[src/include/bcd_counter_pkg.sv]
/*
 * constants for the presettable up/down decade counter.
 * assumes nothing beyond a single core clock domain.
 */
package bcd_counter_pkg;
    localparam int unsigned CNT_W    = 4;
    localparam logic [3:0]  CNT_ZERO = 4'h0;
    localparam logic [3:0]  CNT_NINE = 4'h9;
    localparam logic [3:0]  CNT_MAX  = 4'hF;
    localparam logic [3:0]  CNT_ONE  = 4'h1;
    localparam logic [3:0]  CNT_TWO      = 4'h2;
    localparam logic [3:0]  CNT_FOUR     = 4'h4;
    localparam logic [3:0]  CNT_SIX      = 4'h6;
    localparam logic [3:0]  CNT_ELEVEN   = 4'hB;
    localparam logic [3:0]  CNT_THIRTEEN = 4'hD;
    localparam logic [3:0]  CNT_FOURTEEN = 4'hE;

    typedef struct packed {
        logic [1:0] up_sync_r;
        logic [1:0] dn_sync_r;
        logic [1:0] ld_sync_r;
        logic [1:0] clr_sync_r;
        logic [3:0] pre_sync0_r;
        logic [3:0] pre_sync1_r;
        logic       up_prev_r;
        logic       dn_prev_r;
        logic [3:0] count_r;
        logic       up_carry_n_r;
        logic       dn_borrow_n_r;
    } ctr_state_t;

    // synchronisers start at idle pin levels, so no false edge on release
    localparam ctr_state_t ST_RESET = '{
        up_sync_r:     2'h3,
        dn_sync_r:     2'h3,
        ld_sync_r:     2'h3,
        clr_sync_r:    2'h0,
        pre_sync0_r:   4'h0,
        pre_sync1_r:   4'h0,
        up_prev_r:     1'h1,
        dn_prev_r:     1'h1,
        count_r:       CNT_ZERO,
        up_carry_n_r:  1'h1,
        dn_borrow_n_r: 1'h1
    };
endpackage

[src/hdl/bcd_up_down_counter.sv]
/*
 * presettable bcd up/down counter, count clocks sampled as pins.
 * assumes all pins are asynchronous to core_clk and that each pin
 * level is held for at least three core_clk periods.
 */
// What this block does
// - counting steps only on rising edge of a count clock input.
// - up clock pulse increments, down clock pulse decrements; no direction pin.
// - load strobe low copies preset inputs into counter regardless of clocks.
// - clear high forces all four stages to zero without clock edge.
// - normal counting cycles zero to nine; any 4-bit value presettable.
// - up from illegal: 10-11-6, 12-13-4, 14-15-2.
// - down from illegal: 15 down to 10, then 9 and normal.
// - down borrow output pulses low on underflow past zero.
// - up carry output pulses low on overflow past nine.
`timescale 1ns/1ps
module bcd_up_down_counter
    import bcd_counter_pkg::*;
(
    // clock and reset
    input  wire logic core_clk,
    input  wire logic resetn,
    // count clocks (pins)
    input  wire logic count_up_clk,
    input  wire logic count_down_clk,
    // control (pins)
    input  wire logic async_clear,
    input  wire logic load_strobe_n,
    // preset data (pins)
    input  wire logic preset_bit0,
    input  wire logic preset_bit1,
    input  wire logic preset_bit2,
    input  wire logic preset_bit3,
    // count outputs
    output logic      count_bit0,
    output logic      count_bit1,
    output logic      count_bit2,
    output logic      count_bit3,
    // cascade outputs
    output logic      up_carry_out_n,
    output logic      down_borrow_out_n
);
    ctr_state_t st_r;
    ctr_state_t st_nxt;

    // non-decade codes 10, 12, 14 advance by one, while 11, 13, 15 jump back, giving 10-11-6 style walks
    function automatic logic [3:0] step_up(input logic [3:0] v);
        logic [3:0] r;
        case (v)
            CNT_NINE:     r = CNT_ZERO;
            CNT_ELEVEN:   r = CNT_SIX;
            CNT_THIRTEEN: r = CNT_FOUR;
            CNT_MAX:      r = CNT_TWO;
            default:      r = v + CNT_ONE;
        endcase
        return r;
    endfunction

    function automatic logic [3:0] step_down(input logic [3:0] v);
        logic [3:0] r;
        r = (v == CNT_ZERO) ? CNT_NINE : v - CNT_ONE;
        return r;
    endfunction

    logic up_s;
    logic dn_s;
    logic ld_n_s;
    logic clr_s;
    logic [3:0] pre_s;
    logic up_rise;
    logic dn_rise;

    assign up_s    = st_r.up_sync_r[1];
    assign dn_s    = st_r.dn_sync_r[1];
    assign ld_n_s  = st_r.ld_sync_r[1];
    assign clr_s   = st_r.clr_sync_r[1];
    assign pre_s   = st_r.pre_sync1_r;
    assign up_rise = up_s & ~st_r.up_prev_r;
    assign dn_rise = dn_s & ~st_r.dn_prev_r;

    always_comb begin
        st_nxt = st_r;
        st_nxt.up_sync_r   = {st_r.up_sync_r[0], count_up_clk};
        st_nxt.dn_sync_r   = {st_r.dn_sync_r[0], count_down_clk};
        st_nxt.ld_sync_r   = {st_r.ld_sync_r[0], load_strobe_n};
        st_nxt.clr_sync_r  = {st_r.clr_sync_r[0], async_clear};
        st_nxt.pre_sync0_r = {preset_bit3, preset_bit2,
                              preset_bit1, preset_bit0};
        st_nxt.pre_sync1_r = st_r.pre_sync0_r;
        st_nxt.up_prev_r   = up_s;
        st_nxt.dn_prev_r   = dn_s;
        if (clr_s) begin
            st_nxt.count_r = CNT_ZERO;
        end else if (!ld_n_s) begin
            st_nxt.count_r = pre_s;
        end else if (up_rise && dn_s) begin
            st_nxt.count_r = step_up(st_r.count_r);
        end else if (dn_rise && up_s) begin
            st_nxt.count_r = step_down(st_r.count_r);
        end
        // carry low at nine while up clock low
        st_nxt.up_carry_n_r  = ~(st_nxt.count_r == CNT_NINE && !up_s);
        // borrow low at zero while down clock low
        st_nxt.dn_borrow_n_r = ~(st_nxt.count_r == CNT_ZERO && !dn_s);
    end

    // pins must pass a synchroniser; clear is therefore two cycles late
    always_ff @(posedge core_clk or negedge resetn) begin
        if (!resetn) begin
            st_r <= ST_RESET;
        end else begin
            st_r <= st_nxt;
        end
    end

    assign count_bit0        = st_r.count_r[0];
    assign count_bit1        = st_r.count_r[1];
    assign count_bit2        = st_r.count_r[2];
    assign count_bit3        = st_r.count_r[3];
    assign up_carry_out_n    = st_r.up_carry_n_r;
    assign down_borrow_out_n = st_r.dn_borrow_n_r;
endmodule

[config.mk]
export PLATFORM = sky130hd
export DESIGN_NAME = bcd_up_down_counter
export DESIGN_NICKNAME = d
export VERILOG_FILES = /design/src/include/bcd_counter_pkg.sv /design/src/hdl/bcd_up_down_counter.sv
export SDC_FILE = /design/constraint.sdc
export NUM_CORES = 1
export LEC_CHECK = 0
export ABC_AREA = 1
export BUFFER_PORTS_ARGS = -buffer_cell sky130_fd_sc_hd__buf_2
export CORE_MARGIN = 4
export CORE_UTILIZATION = 48
export CTS_CLUSTER_DIAMETER = 50
export CTS_CLUSTER_SIZE = 14
export DETAILED_ROUTE_END_ITERATION = 16
export GPL_TIMING_DRIVEN = 0
export PLACE_DENSITY = 0.75
export REMOVE_ABC_BUFFERS = 1
export SLEW_MARGIN = 10
export SYNTH_ARGS = -nofsm -noshare
export SYNTH_HDL_FRONTEND = slang
export SYNTH_SLANG_ARGS = --single-unit
[constraint.sdc]
create_clock -name core_clk -period 2.3 [get_ports core_clk]
set_clock_uncertainty 0.2 [all_clocks]
set_input_delay 0.23 -clock core_clk [delete_from_list [all_inputs] [get_ports core_clk]]
set_output_delay 0.23 -clock core_clk [all_outputs]
set_load 0.03 [all_outputs]
==> impl_metrics.yaml, run 1 <==
status:
  status: "finished, final reports clean"
synth:
  ys_warn_count: 0
  synth_cell_types: 16
  syn_area_per_cell_um2: 9.36
  post_synthesis_instance_area_mm2: 0.00102
  synth_top_cell_by_area: "sky130_fd_sc_hd__dfrtp_1"
  register_bit_total_from_synthesis: 24
  post-synth-top-area-fraction_pct: 34.4
  portion_of_the_post_synthesis_area_used_by_sequential_elements_pct: 60.1
  syn_inst: 109
  synth_top_cells_by_area: "sky130_fd_sc_hd__dfrtp_1 (34%), sky130_fd_sc_hd__dfstp_2 (26%), sky130_fd_sc_hd__nand2_1 (11%)"
grt:
  globalRouteOverflowTotal: 0
  grt_start_max_net_pins: 25
  grt_usage_pct: 13.5
  antenna_found_initial: 0
  grt_pass1_vias: 713
  global_route_wire_length_before_repair_um: 2910
timing:
  post-route-period-util_pct: 80.4
  finalSetupViolCount: 0
  timing.max_slew.rel_slack_pct: 67.7
  worstMarginPinSlew_ns: 0.485
  unrepaired_setup_endpoints_after_global_routing: "false"
  timing.fmax_mhz: 540
  final_hold_viol_count: 0
  maxSlewViolCount: 0
  period_needed_ns: 1.85
  total_negative_setup_slack_ns: 0
power:
  share_of_total_power_in_the_clock_network_pct: 22.9
  power.combinational.fraction_pct: 15.3
  p_sw_share_pct: 26.2
  net-switching-power_uw: 201
  p_leak_nw: 0.615
  power.sequential.fraction_pct: 61.7
  ir_worst_vdd_v: 0.000512
  finalPower_uw: 768
  internal_power_uw: 566
  pwr_density_cell_mw_per_mm2: 622
floorplan:
  core_mm2: 0.00198
  ios: 16
  die-area_mm2: 0.00293
  die_w_um: 54.1
  rows: 16
  die_height_um: 54.1
  floorplan.initialDensity_pct: 51.5
detailed_routing:
  first_iter_violations: 10
  detail_route.drc_violations: 0
  drt_wl_total_um: 1650
  postRouteAntennaNets: 0
  route.vias.total: 737
  per_cell_routed_wire_length_um: 10.1
  detailedRoute.firstPassIterationCount: 4
  drt-vias-per-instance: 4.52
clocking:
  ctsRootBufferMaster: "sky130_fd_sc_hd__clkbuf_4"
  cts_tree: "done"
  cts_made_buffers: 3
  cts.path.max_buffers: 2
  htreeDepth: 1
  post_cts_hold_buffer_count: 9
  insertion_delay_ns: 0.29
  post_cts_sizing_count: 0
  cts_setup_buffers: 0
  cts_num_sinks: 24
  clk_transition_reported_paths_ns: 0.12
critical_path:
  required_ns: 2.34
  crit-reg2reg-capture: "up_carry_out_n$_DFF_PN1_"
  crit_path_start_kind: "register"
  worstSetupPathType: "reg -> reg"
  critical_path.max_fanout: 7
  reg2regPathDepth: 10
  worst_r2r_startpoint: "count_bit0$_DFF_PN0_"
  worst-endpoint-arrival_ns: 1.89
  worstSetupEndpoint: "up_carry_out_n$_DFF_PN1_"
  end_kind: "register"
  launch_point_of_the_worst_path: "count_bit0$_DFF_PN0_"
  rrSetupSlack_ns: 0.45
placed_design:
  hpwlAfterDp_um: 1170
  io_buffers: 15
  place_inst: 150
  place_congestion: 0.777
min_path:
  hp-class: "reg -> reg"
layout:
  fin_util_pct: 62.2
  final_net_count: 150
  ff_latch_area_um2: 613
  stdcell_count: 163
  number_of_flip_flops_in_the_largest_register: 9
  mostFrequentLayoutCell: "sky130_fd_sc_hd__nand2_1"
  final.fill_count: 167
  multi_input_comb_area_um2: 347
  antennaDiodeCount: 0
  layout.cells.most_common_list: "sky130_fd_sc_hd__nand2_1 (30), sky130_fd_sc_hd__buf_2 (15), sky130_fd_sc_hd__nor2_1 (14), sky130_fd_sc_hd__dfrtp_1 (14), sky130_fd_sc_hd__inv_1 (11)"
  area_growth_syn_to_layout_pct: 21.0
  share_of_post_route_cells_with_drive_strength_above_1_pct: 27.9
job:
  maxCapViolations: 0
## logic make-up after synthesis
| logic type | Yosys count | synth area share (%) |
|---|---|---|
| simple gates | 64 | 28.3 |
| flops | 24 | 60.1 |
| buf+inv | 14 | 5.89 |
| compound gates | 4 | 1.96 |
| fa+ha+maj | 3 | 3.68 |
## metal layers
metal / track usage [%] / up-vias / part of all wire [%]
met4: 2.49 / 0 / 0.85
met1: 15.5 / 335 / 42
li1: - / 387 / -
met2: 26.6 / 13 / 52
met5: 0 / - / 0
met3: 1.66 / 2 / 4.3
## cells in the mapped netlist
cell,n
sky130_fd_sc_hd__a21oi_1,2
sky130_fd_sc_hd__buf_6,1
sky130_fd_sc_hd__dfrtp_1,14
sky130_fd_sc_hd__dfstp_2,10
sky130_fd_sc_hd__ha_1,3
sky130_fd_sc_hd__inv_1,11
sky130_fd_sc_hd__inv_2,2
sky130_fd_sc_hd__nand2_1,30
sky130_fd_sc_hd__nand2_2,4
sky130_fd_sc_hd__nand3_1,9
sky130_fd_sc_hd__nand4_1,2
sky130_fd_sc_hd__nor2_1,14
sky130_fd_sc_hd__nor2_2,2
sky130_fd_sc_hd__nor2_4,2
sky130_fd_sc_hd__o21ai_0,2
sky130_fd_sc_hd__or2_0,1
## power by group through the flow
stage / logic, mW / registers (mW) / clock network [mW]
detailed placement: 0.107 / 0.481 / 0
CTS: 0.119 / 0.474 / 0.182
global route: 0.135 / 0.478 / 0.203
finish: 0.118 / 0.474 / 0.176
floorplan: 0.0590 / 0.492 / 0
global placement: 0.104 / 0.479 / 0
## worst min path at each step
stage	end	depth (start not counted)	from	slack, ns
5_1_grt	clr_s$_DFF_PN0_	0	st_nxt[17]$_DFF_PN0_	0.16
3_5_place_dp	count_bit3$_DFF_PN0_	1	resetn	0.02
2_1_floorplan	clr_s$_DFF_PN0_	0	resetn	-0.27
4_1_cts	pre_s[2]$_DFF_PN0_	0	st_nxt[10]$_DFF_PN0_	0.16
3_3_place_gp	count_bit3$_DFF_PN0_	1	resetn	0.01
6_report	pre_s[2]$_DFF_PN0_	0	st_nxt[10]$_DFF_PN0_	0.16
## metrics by stage
step	setup slack, ns	hold WS, ns	instance area [um^2]
after floorplan	0.447	-0.266	1010
after global placement	0.535	0.00980	1120
after detailed placement	0.476	0.0204	1120
after CTS	0.448	0.162	1230
after global routing	0.313	0.163	1230
final	0.450	0.160	1230
## cell type report
cell class / instances / share of cell area, %
sequential: 24 / 49.7
timing repair buffer: 24 / 13.4
tap: 27 / 2.74
inverter: 13 / 3.96
multi-input combinational: 71 / 28.1
clock buffer: 4 / 2.13
## worst max-delay path: stages (launching register included)
cell and delay [ns]:
sky130_fd_sc_hd__dfrtp_1 0.49, sky130_fd_sc_hd__inv_1 0.14, sky130_fd_sc_hd__ha_1 0.32, sky130_fd_sc_hd__nand2_1 0.07, sky130_fd_sc_hd__nand2_1 0.05, sky130_fd_sc_hd__a21oi_1 0.11
sky130_fd_sc_hd__nand2_1 0.08, sky130_fd_sc_hd__nand2_2 0.08, sky130_fd_sc_hd__nand3_1 0.10, sky130_fd_sc_hd__nor2_1 0.10, sky130_fd_sc_hd__nand2_1 0.06
Power figures use the tool's default switching activity.
==> inputs of run 2 (changes only) <==
--- a/config.mk
+++ b/config.mk
@@ -13,7 +13,7 @@
 export CTS_CLUSTER_SIZE = 14
 export DETAILED_ROUTE_END_ITERATION = 16
 export GPL_TIMING_DRIVEN = 0
-export PLACE_DENSITY = 0.75
+export PLACE_DENSITY = 0.78
 export REMOVE_ABC_BUFFERS = 1
 export SLEW_MARGIN = 10
 export SYNTH_ARGS = -nofsm -noshare
==> constraint.sdc (replaced) <==
create_clock -name core_clk -period 1.6 [get_ports core_clk]
set_clock_uncertainty 0.2 [all_clocks]
set_input_delay 0.16 -clock core_clk [delete_from_list [all_inputs] [get_ports core_clk]]
set_output_delay 0.16 -clock core_clk [all_outputs]
set_load 0.03 [all_outputs]
==> run 2 against run 1 <==
Net effect:
- the run now ends with setup timing left
- routed wire length grew 9.5%
- fmax grew 4.5%
- setup slack lost 0.62 ns
- sequential power grew 45%
- register-to-register slack lost 0.62 ns
- non-clock buffer count grew 3
- final cell count grew 1.8%
- clock power grew 44%
- via count grew 3.7%
- die area is the same
- global-route usage grew 1.3 points
- critical endpoint is now down_borrow_out_n$_DFF_PN1_
==> impl_metrics.yaml, run 2 (synthesis gave the netlist of run 1 again) <==
power:
  pwr_density_cell_mw_per_mm2: 865
  ir_worst_vdd_v: 0.000769
  power.sequential.fraction_pct: 59.8
  p_leak_nw: 0.634
  internal_power_uw: 837
  p_sw_share_pct: 27.1
  share_of_total_power_in_the_clock_network_pct: 22.1
  power.combinational.fraction_pct: 18.1
  net-switching-power_uw: 311
  finalPower_mw: 1.15
floorplan:
  die_w_um: 54.1
  floorplan.initialDensity_pct: 51.5
  core_mm2: 0.00198
  die_height_um: 54.1
  die-area_mm2: 0.00293
  ios: 16
  rows: 16
clocking:
  ctsRootBufferMaster: "sky130_fd_sc_hd__clkbuf_4"
  clk_transition_reported_paths_ns: 0.12
  insertion_delay_ns: 0.30
  cts_num_sinks: 24
  htreeDepth: 1
  cts_made_buffers: 3
  cts_tree: "done"
  cts.path.max_buffers: 2
layout:
  stdcell_count: 166
  multi_input_comb_area_um2: 410
  final.fill_count: 152
  mostFrequentLayoutCell: "sky130_fd_sc_hd__nand2_1"
  layout.cells.most_common_list: "sky130_fd_sc_hd__nand2_1 (26), sky130_fd_sc_hd__buf_2 (15), sky130_fd_sc_hd__nor2_1 (13)"
  antennaDiodeCount: 0
  number_of_flip_flops_in_the_largest_register: 9
  area_growth_syn_to_layout_pct: 30.2
  postLayoutCellArea_mm2: 0.00133
  final_net_count: 153
  ff_latch_area_um2: 616
  share_of_post_route_cells_with_drive_strength_above_1_pct: 39.6
detailed_routing:
  first_iter_violations: 9
  routed.top_layer: "met4"
  route.vias.total: 764
  drt-vias-per-instance: 4.60
  postRouteAntennaNets: 0
  detailedRoute.firstPassIterationCount: 4
  detail_route.drc_violations: 0
  m1_wl_um: 724
  met2WireLength_um: 992
  drt_wl_total_um: 1810
  met3_routed_wl_um: 73
  per_cell_routed_wire_length_um: 10.9
timing:
  period_needed_ns: 1.77
  post-route-period-util_pct: 111
  maxSlewViolCount: 0
  finalSetupViolCount: 5
  unrepaired_setup_endpoints_after_global_routing: "true"
  worstMarginPinSlew_ns: 0.487
  timing.max_slew.rel_slack_pct: 67.5
  fin_worst_hold_slack_ns: 0.127
  postLayoutSetupSlackWorst_ns: -0.171
  timing.fmax_mhz: 565
  final_hold_viol_count: 0
placed_design:
  post-place-ws_ns: -0.246
  place_inst: 150
  hpwlAfterDp_um: 1250
  io_buffers: 15
  placement.cell_area_mm2: 0.00112
  place_congestion: 0.738
critical_path:
  critical_path.max_fanout: 7
  worstSetupPathType: "reg -> reg"
  end_kind: "register"
  worst-endpoint-arrival_ns: 1.81
  crit_path_start_kind: "register"
  required_ns: 1.64
job:
  maxCapViolations: 0
grt:
  grt_usage_pct: 14.8
  antenna_found_initial: 0
  global_route_wire_length_before_repair_um: 3060
  grt_pass1_vias: 751
  globalRouteOverflowTotal: 0
  grt_start_max_net_pins: 25
min_path:
  hp-class: "in -> async"
status:
  failed_checks: "setup timing"
  status: "finished, violations left"
-- run 2: power by group through the flow --
stage | registers [mW] | clock network (mW) | logic, mW
5_1_grt | 0.692 | 0.288 | 0.232
3_5_place_dp | 0.692 | 0 | 0.157
3_3_place_gp | 0.688 | 0 | 0.149
2_1_floorplan | 0.707 | 0 | 0.0848
4_1_cts | 0.683 | 0.270 | 0.188
6_report | 0.686 | 0.254 | 0.208
-- run 2: repair_timing --
action	in CTS	in global routing
buffers inserted	2	1
pin swaps	1	12
resized for setup	8	11
endpoints found under the hold margin	32	0
gates cloned	0	0
endpoints found under the setup margin	6	6
hold buffers	9	0
-- run 2: layout make-up --
class / instances / area share [%]
Sequential cell: 24 / 46.4
Clock buffer: 4 / 1.98
Timing Repair Buffer: 27 / 14.1
Multi-Input combinational cell: 71 / 30.9
Inverter: 13 / 4.05
Tap cell: 27 / 2.54
-- run 2: per-layer routing --
metal | up-vias | track usage [%]
li1 | 394 | -
met1 | 350 | 14.9
met2 | 18 | 29.4
met3 | 2 | 1.66
met4 | 0 | 7.47
met5 | - | 0
-- run 2: path summary, 6_finish.rpt --
path	startpoint	endpoint	slack (ns)	depth (start not counted)
max	count_bit0$_DFF_PN0_	down_borrow_out_n$_DFF_PN1_	-0.17	10
min	resetn	st_nxt[11]$_DFF_PN0_	0.13	2
max reg2reg	count_bit0$_DFF_PN0_	down_borrow_out_n$_DFF_PN1_	-0.17	10
min reg2reg	st_nxt[8]$_DFF_PN0_	pre_s[0]$_DFF_PN0_	0.15	0
max in group asynchronous	resetn	dn_s$_DFF_PN1_	0.71	2
min in group core_clk	st_nxt[8]$_DFF_PN0_	pre_s[0]$_DFF_PN0_	0.15	0
-- run 2: worst max-delay path, stage by stage, from the launching register on --
cell and delay [ns]:
sky130_fd_sc_hd__dfrtp_2 0.51, sky130_fd_sc_hd__ha_4 0.20, sky130_fd_sc_hd__or2_0 0.21, sky130_fd_sc_hd__nand2_1 0.07
sky130_fd_sc_hd__nor2_1 0.04, sky130_fd_sc_hd__nor2_1 0.08, sky130_fd_sc_hd__nand2_1 0.07, sky130_fd_sc_hd__nand2_2 0.08
sky130_fd_sc_hd__inv_2 0.04, sky130_fd_sc_hd__nor2_1 0.11, sky130_fd_sc_hd__nand3_1 0.09
-- run 2: through the flow --
step / TNS, ns / utilization, %
2_1_floorplan: -0.996 / -
3_3_place_gp: -0.449 / 56.4
3_5_place_dp: -0.890 / 56.4
4_1_cts: -0.202 / 64.5
5_1_grt: -0.896 / 67.0
6_report: -0.371 / 67.0
==> inputs of run 3 (changes only) <==
--- a/config.mk
+++ b/config.mk
@@ -9,11 +9,11 @@
 export BUFFER_PORTS_ARGS = -buffer_cell sky130_fd_sc_hd__buf_2
 export CORE_MARGIN = 4
 export CORE_UTILIZATION = 48
-export CTS_CLUSTER_DIAMETER = 50
+export CTS_CLUSTER_DIAMETER = 100
 export CTS_CLUSTER_SIZE = 14
 export DETAILED_ROUTE_END_ITERATION = 16
 export GPL_TIMING_DRIVEN = 0
-export PLACE_DENSITY = 0.78
+export PLACE_DENSITY = 0.84
 export REMOVE_ABC_BUFFERS = 1
 export SLEW_MARGIN = 10
 export SYNTH_ARGS = -nofsm -noshare
==> run 3 against run 2 <==
Net effect:
- the flow still finishes with violations (setup timing)
- largest cell class unchanged
- sequential share of layout area decreased by 0.56 points
- count of clock-buffer cells in the layout unchanged
- non-clock buffer count up 3
- die area did not move
==> impl_metrics.yaml, run 3 (synthesis gave the netlist of run 1 again) <==
power:
  internal_power_uw: 840
  finalPower_mw: 1.15
  share_of_total_power_in_the_clock_network_pct: 22.2
  power.combinational.fraction_pct: 18.2
  pwr_density_cell_mw_per_mm2: 855
  p_sw_share_pct: 26.9
  ir_worst_vdd_v: 0.000730
  net-switching-power_uw: 309
  power.sequential.fraction_pct: 59.7
  p_leak_nw: 0.645
floorplan:
  die-area_mm2: 0.00293
  die_height_um: 54.1
  rows: 16
  floorplan.initialDensity_pct: 51.5
  die_w_um: 54.1
  ios: 16
  core_mm2: 0.00198
detailed_routing:
  drt-vias-per-instance: 4.76
  detail_route.drc_violations: 0
  detailedRoute.firstPassIterationCount: 4
  per_cell_routed_wire_length_um: 10.6
  drt_wl_total_um: 1800
  postRouteAntennaNets: 0
  route.vias.total: 804
  first_iter_violations: 4
critical_path:
  path_cells: "ha_4 > or2_0 > nand2_1 > nor2_1 > nor2_1 > nand2_1 > nand2_2 > inv_2 > nor2_2 > nand3_1"
  slowest_stage: "sky130_fd_sc_hd__dfrtp_2"
  worstSetupPathType: "reg -> reg"
  worst-endpoint-arrival_ns: 1.72
  critPathTopFamily: "simple AND/OR/NAND/NOR gates"
  end_kind: "register"
  crit_path_start_kind: "register"
  cpPeakStageDelay_ns: 0.50
  worstPathBufferInverterCount: 1
  required_ns: 1.64
  critical_path.max_fanout: 6
grt:
  grt.met1_usage_pct: 14.4
  global_route_wire_length_before_repair_um: 3070
  antenna_found_initial: 0
  global_route.peak_usage_layer: "met2"
  globalRouteMet2Util_pct: 28.8
  globalRouteOverflowTotal: 0
  grtUsageMet3_pct: 2.77
  grt_pass1_vias: 812
  grt_start_max_net_pins: 25
  grt_usage_pct: 14.7
timing:
  timing.fmax_mhz: 596
  timing.max_slew.rel_slack_pct: 67.3
  unrepaired_setup_endpoints_after_global_routing: "true"
  post-route-period-util_pct: 105
  maxSlewViolCount: 0
  period_needed_ns: 1.68
  worstMarginPinSlew_ns: 0.490
  total_negative_setup_slack_ns: -0.179
  final_hold_viol_count: 0
  finalSetupViolCount: 3
  postLayoutSetupSlackWorst_ns: -0.0774
status:
  failed_checks: "setup timing"
  status: "finished, violations left"
layout:
  area_growth_syn_to_layout_pct: 31.8
  antennaDiodeCount: 0
  final_net_count: 156
  layout.cells.most_common_list: "sky130_fd_sc_hd__nand2_1 (28), sky130_fd_sc_hd__buf_2 (15), sky130_fd_sc_hd__nor2_1 (13)"
  share_of_post_route_cells_with_drive_strength_above_1_pct: 40.8
  mostFrequentLayoutCell: "sky130_fd_sc_hd__nand2_1"
  number_of_flip_flops_in_the_largest_register: 9
job:
  maxCapViolations: 0
placed_design:
  place_congestion: 0.789
  hpwlAfterDp_um: 1180
  io_buffers: 15
clocking:
  cts_num_sinks: 24
  cts.path.max_buffers: 2
  htreeDepth: 1
  insertion_delay_ns: 0.30
  clk_transition_reported_paths_ns: 0.12
  cts_tree: "done"
  cts_made_buffers: 3
  ctsRootBufferMaster: "sky130_fd_sc_hd__clkbuf_4"
min_path:
  hp-class: "in -> async"
==> run 3: cell count changes in the layout (fill, tap and decap cells not counted), moves of 2 or more <==
| cell | delta |
|---|---|
| sky130_fd_sc_hd__nand2_2 | -2 |
| sky130_fd_sc_hd__nand2_1 | +2 |
| sky130_fd_sc_hd__o21ai_0 | -2 |
| sky130_fd_sc_hd__inv_2 | +3 |
| sky130_fd_sc_hd__o21ai_1 | +2 |
| sky130_fd_sc_hd__buf_4 | +3 |
| sky130_fd_sc_hd__inv_1 | -2 |
==> run 3: cell type report <==
type | instances | area (um^2)
clock buffers | 4 | 26.3
fillers | 146 | 638
inverters | 13 | 51.3
multi-input cells | 71 | 407
flip-flops and latches | 24 | 616
well taps | 27 | 33.8
repair buffers | 30 | 210
==> run 3: timing repair <==
action | CTS | global route
gates resized for setup | 11 | 9
hold endpoints to repair | 32 | 0
hold buffers | 9 | 0
setup buffers | 4 | 2
setup endpoints to repair | 6 | 5
pin swaps | 4 | 7
==> run 3: metal layers <==
| layer | wire length, um | part of all wire (%) |
|---|---|---|
| met1 | 735 | 41 |
| met4 | 19 | 1.1 |
| met3 | 70 | 3.9 |
| met2 | 971 | 54 |
| met5 | 0 | 0 |
==> run 3: through the flow <==
stage	instances	utilization, %	hold slack [ns]	cell area, um^2	setup WS (ns)
floorplan	108	-	-0.336	1010	-0.253
global placement	150	56.4	-0.0632	1120	-0.131
detailed placement	150	56.4	-0.0499	1120	-0.187
CTS	167	65.8	0.134	1300	-0.0624
global route	169	67.8	0.167	1340	-0.162
finish	169	67.8	0.140	1340	-0.0774
==> run 3: power by group through the flow <==
stage	combinational [mW]	sequential (mW)	clock [mW]
after floorplan	0.0848	0.707	0
after global placement	0.148	0.688	0
after detailed placement	0.154	0.692	0
after CTS	0.194	0.683	0.272
after global routing	0.236	0.690	0.295
final	0.209	0.686	0.255
==> run 3: worst register-to-register path: stages, from the launching register on <==
cell	delay, ns
sky130_fd_sc_hd__dfrtp_2	0.50
sky130_fd_sc_hd__ha_4	0.20
sky130_fd_sc_hd__or2_0	0.19
sky130_fd_sc_hd__nand2_1	0.07
sky130_fd_sc_hd__nor2_1	0.04
sky130_fd_sc_hd__nor2_1	0.08
sky130_fd_sc_hd__nand2_1	0.07
sky130_fd_sc_hd__nand2_2	0.07
sky130_fd_sc_hd__inv_2	0.04
sky130_fd_sc_hd__nor2_2	0.08
sky130_fd_sc_hd__nand3_1	0.06
==> run 3: worst paths after layout <==
check                                     start                          end  slack (ns)  cells past startpoint
setup / recovery           count_bit0$_DFF_PN0_  down_borrow_out_n$_DFF_PN1_       -0.08                     10
hold / removal                           resetn           pre_s[3]$_DFF_PN0_        0.14                      2
setup reg to reg           count_bit0$_DFF_PN0_  down_borrow_out_n$_DFF_PN1_       -0.08                     10
hold reg to reg            st_nxt[19]$_DFF_PN1_             ld_n_s$_DFF_PN1_        0.15                      0
max in group asynchronous                resetn         count_bit1$_DFF_PN0_        0.69                      2
min in group core_clk      st_nxt[19]$_DFF_PN1_             ld_n_s$_DFF_PN1_        0.15                      0
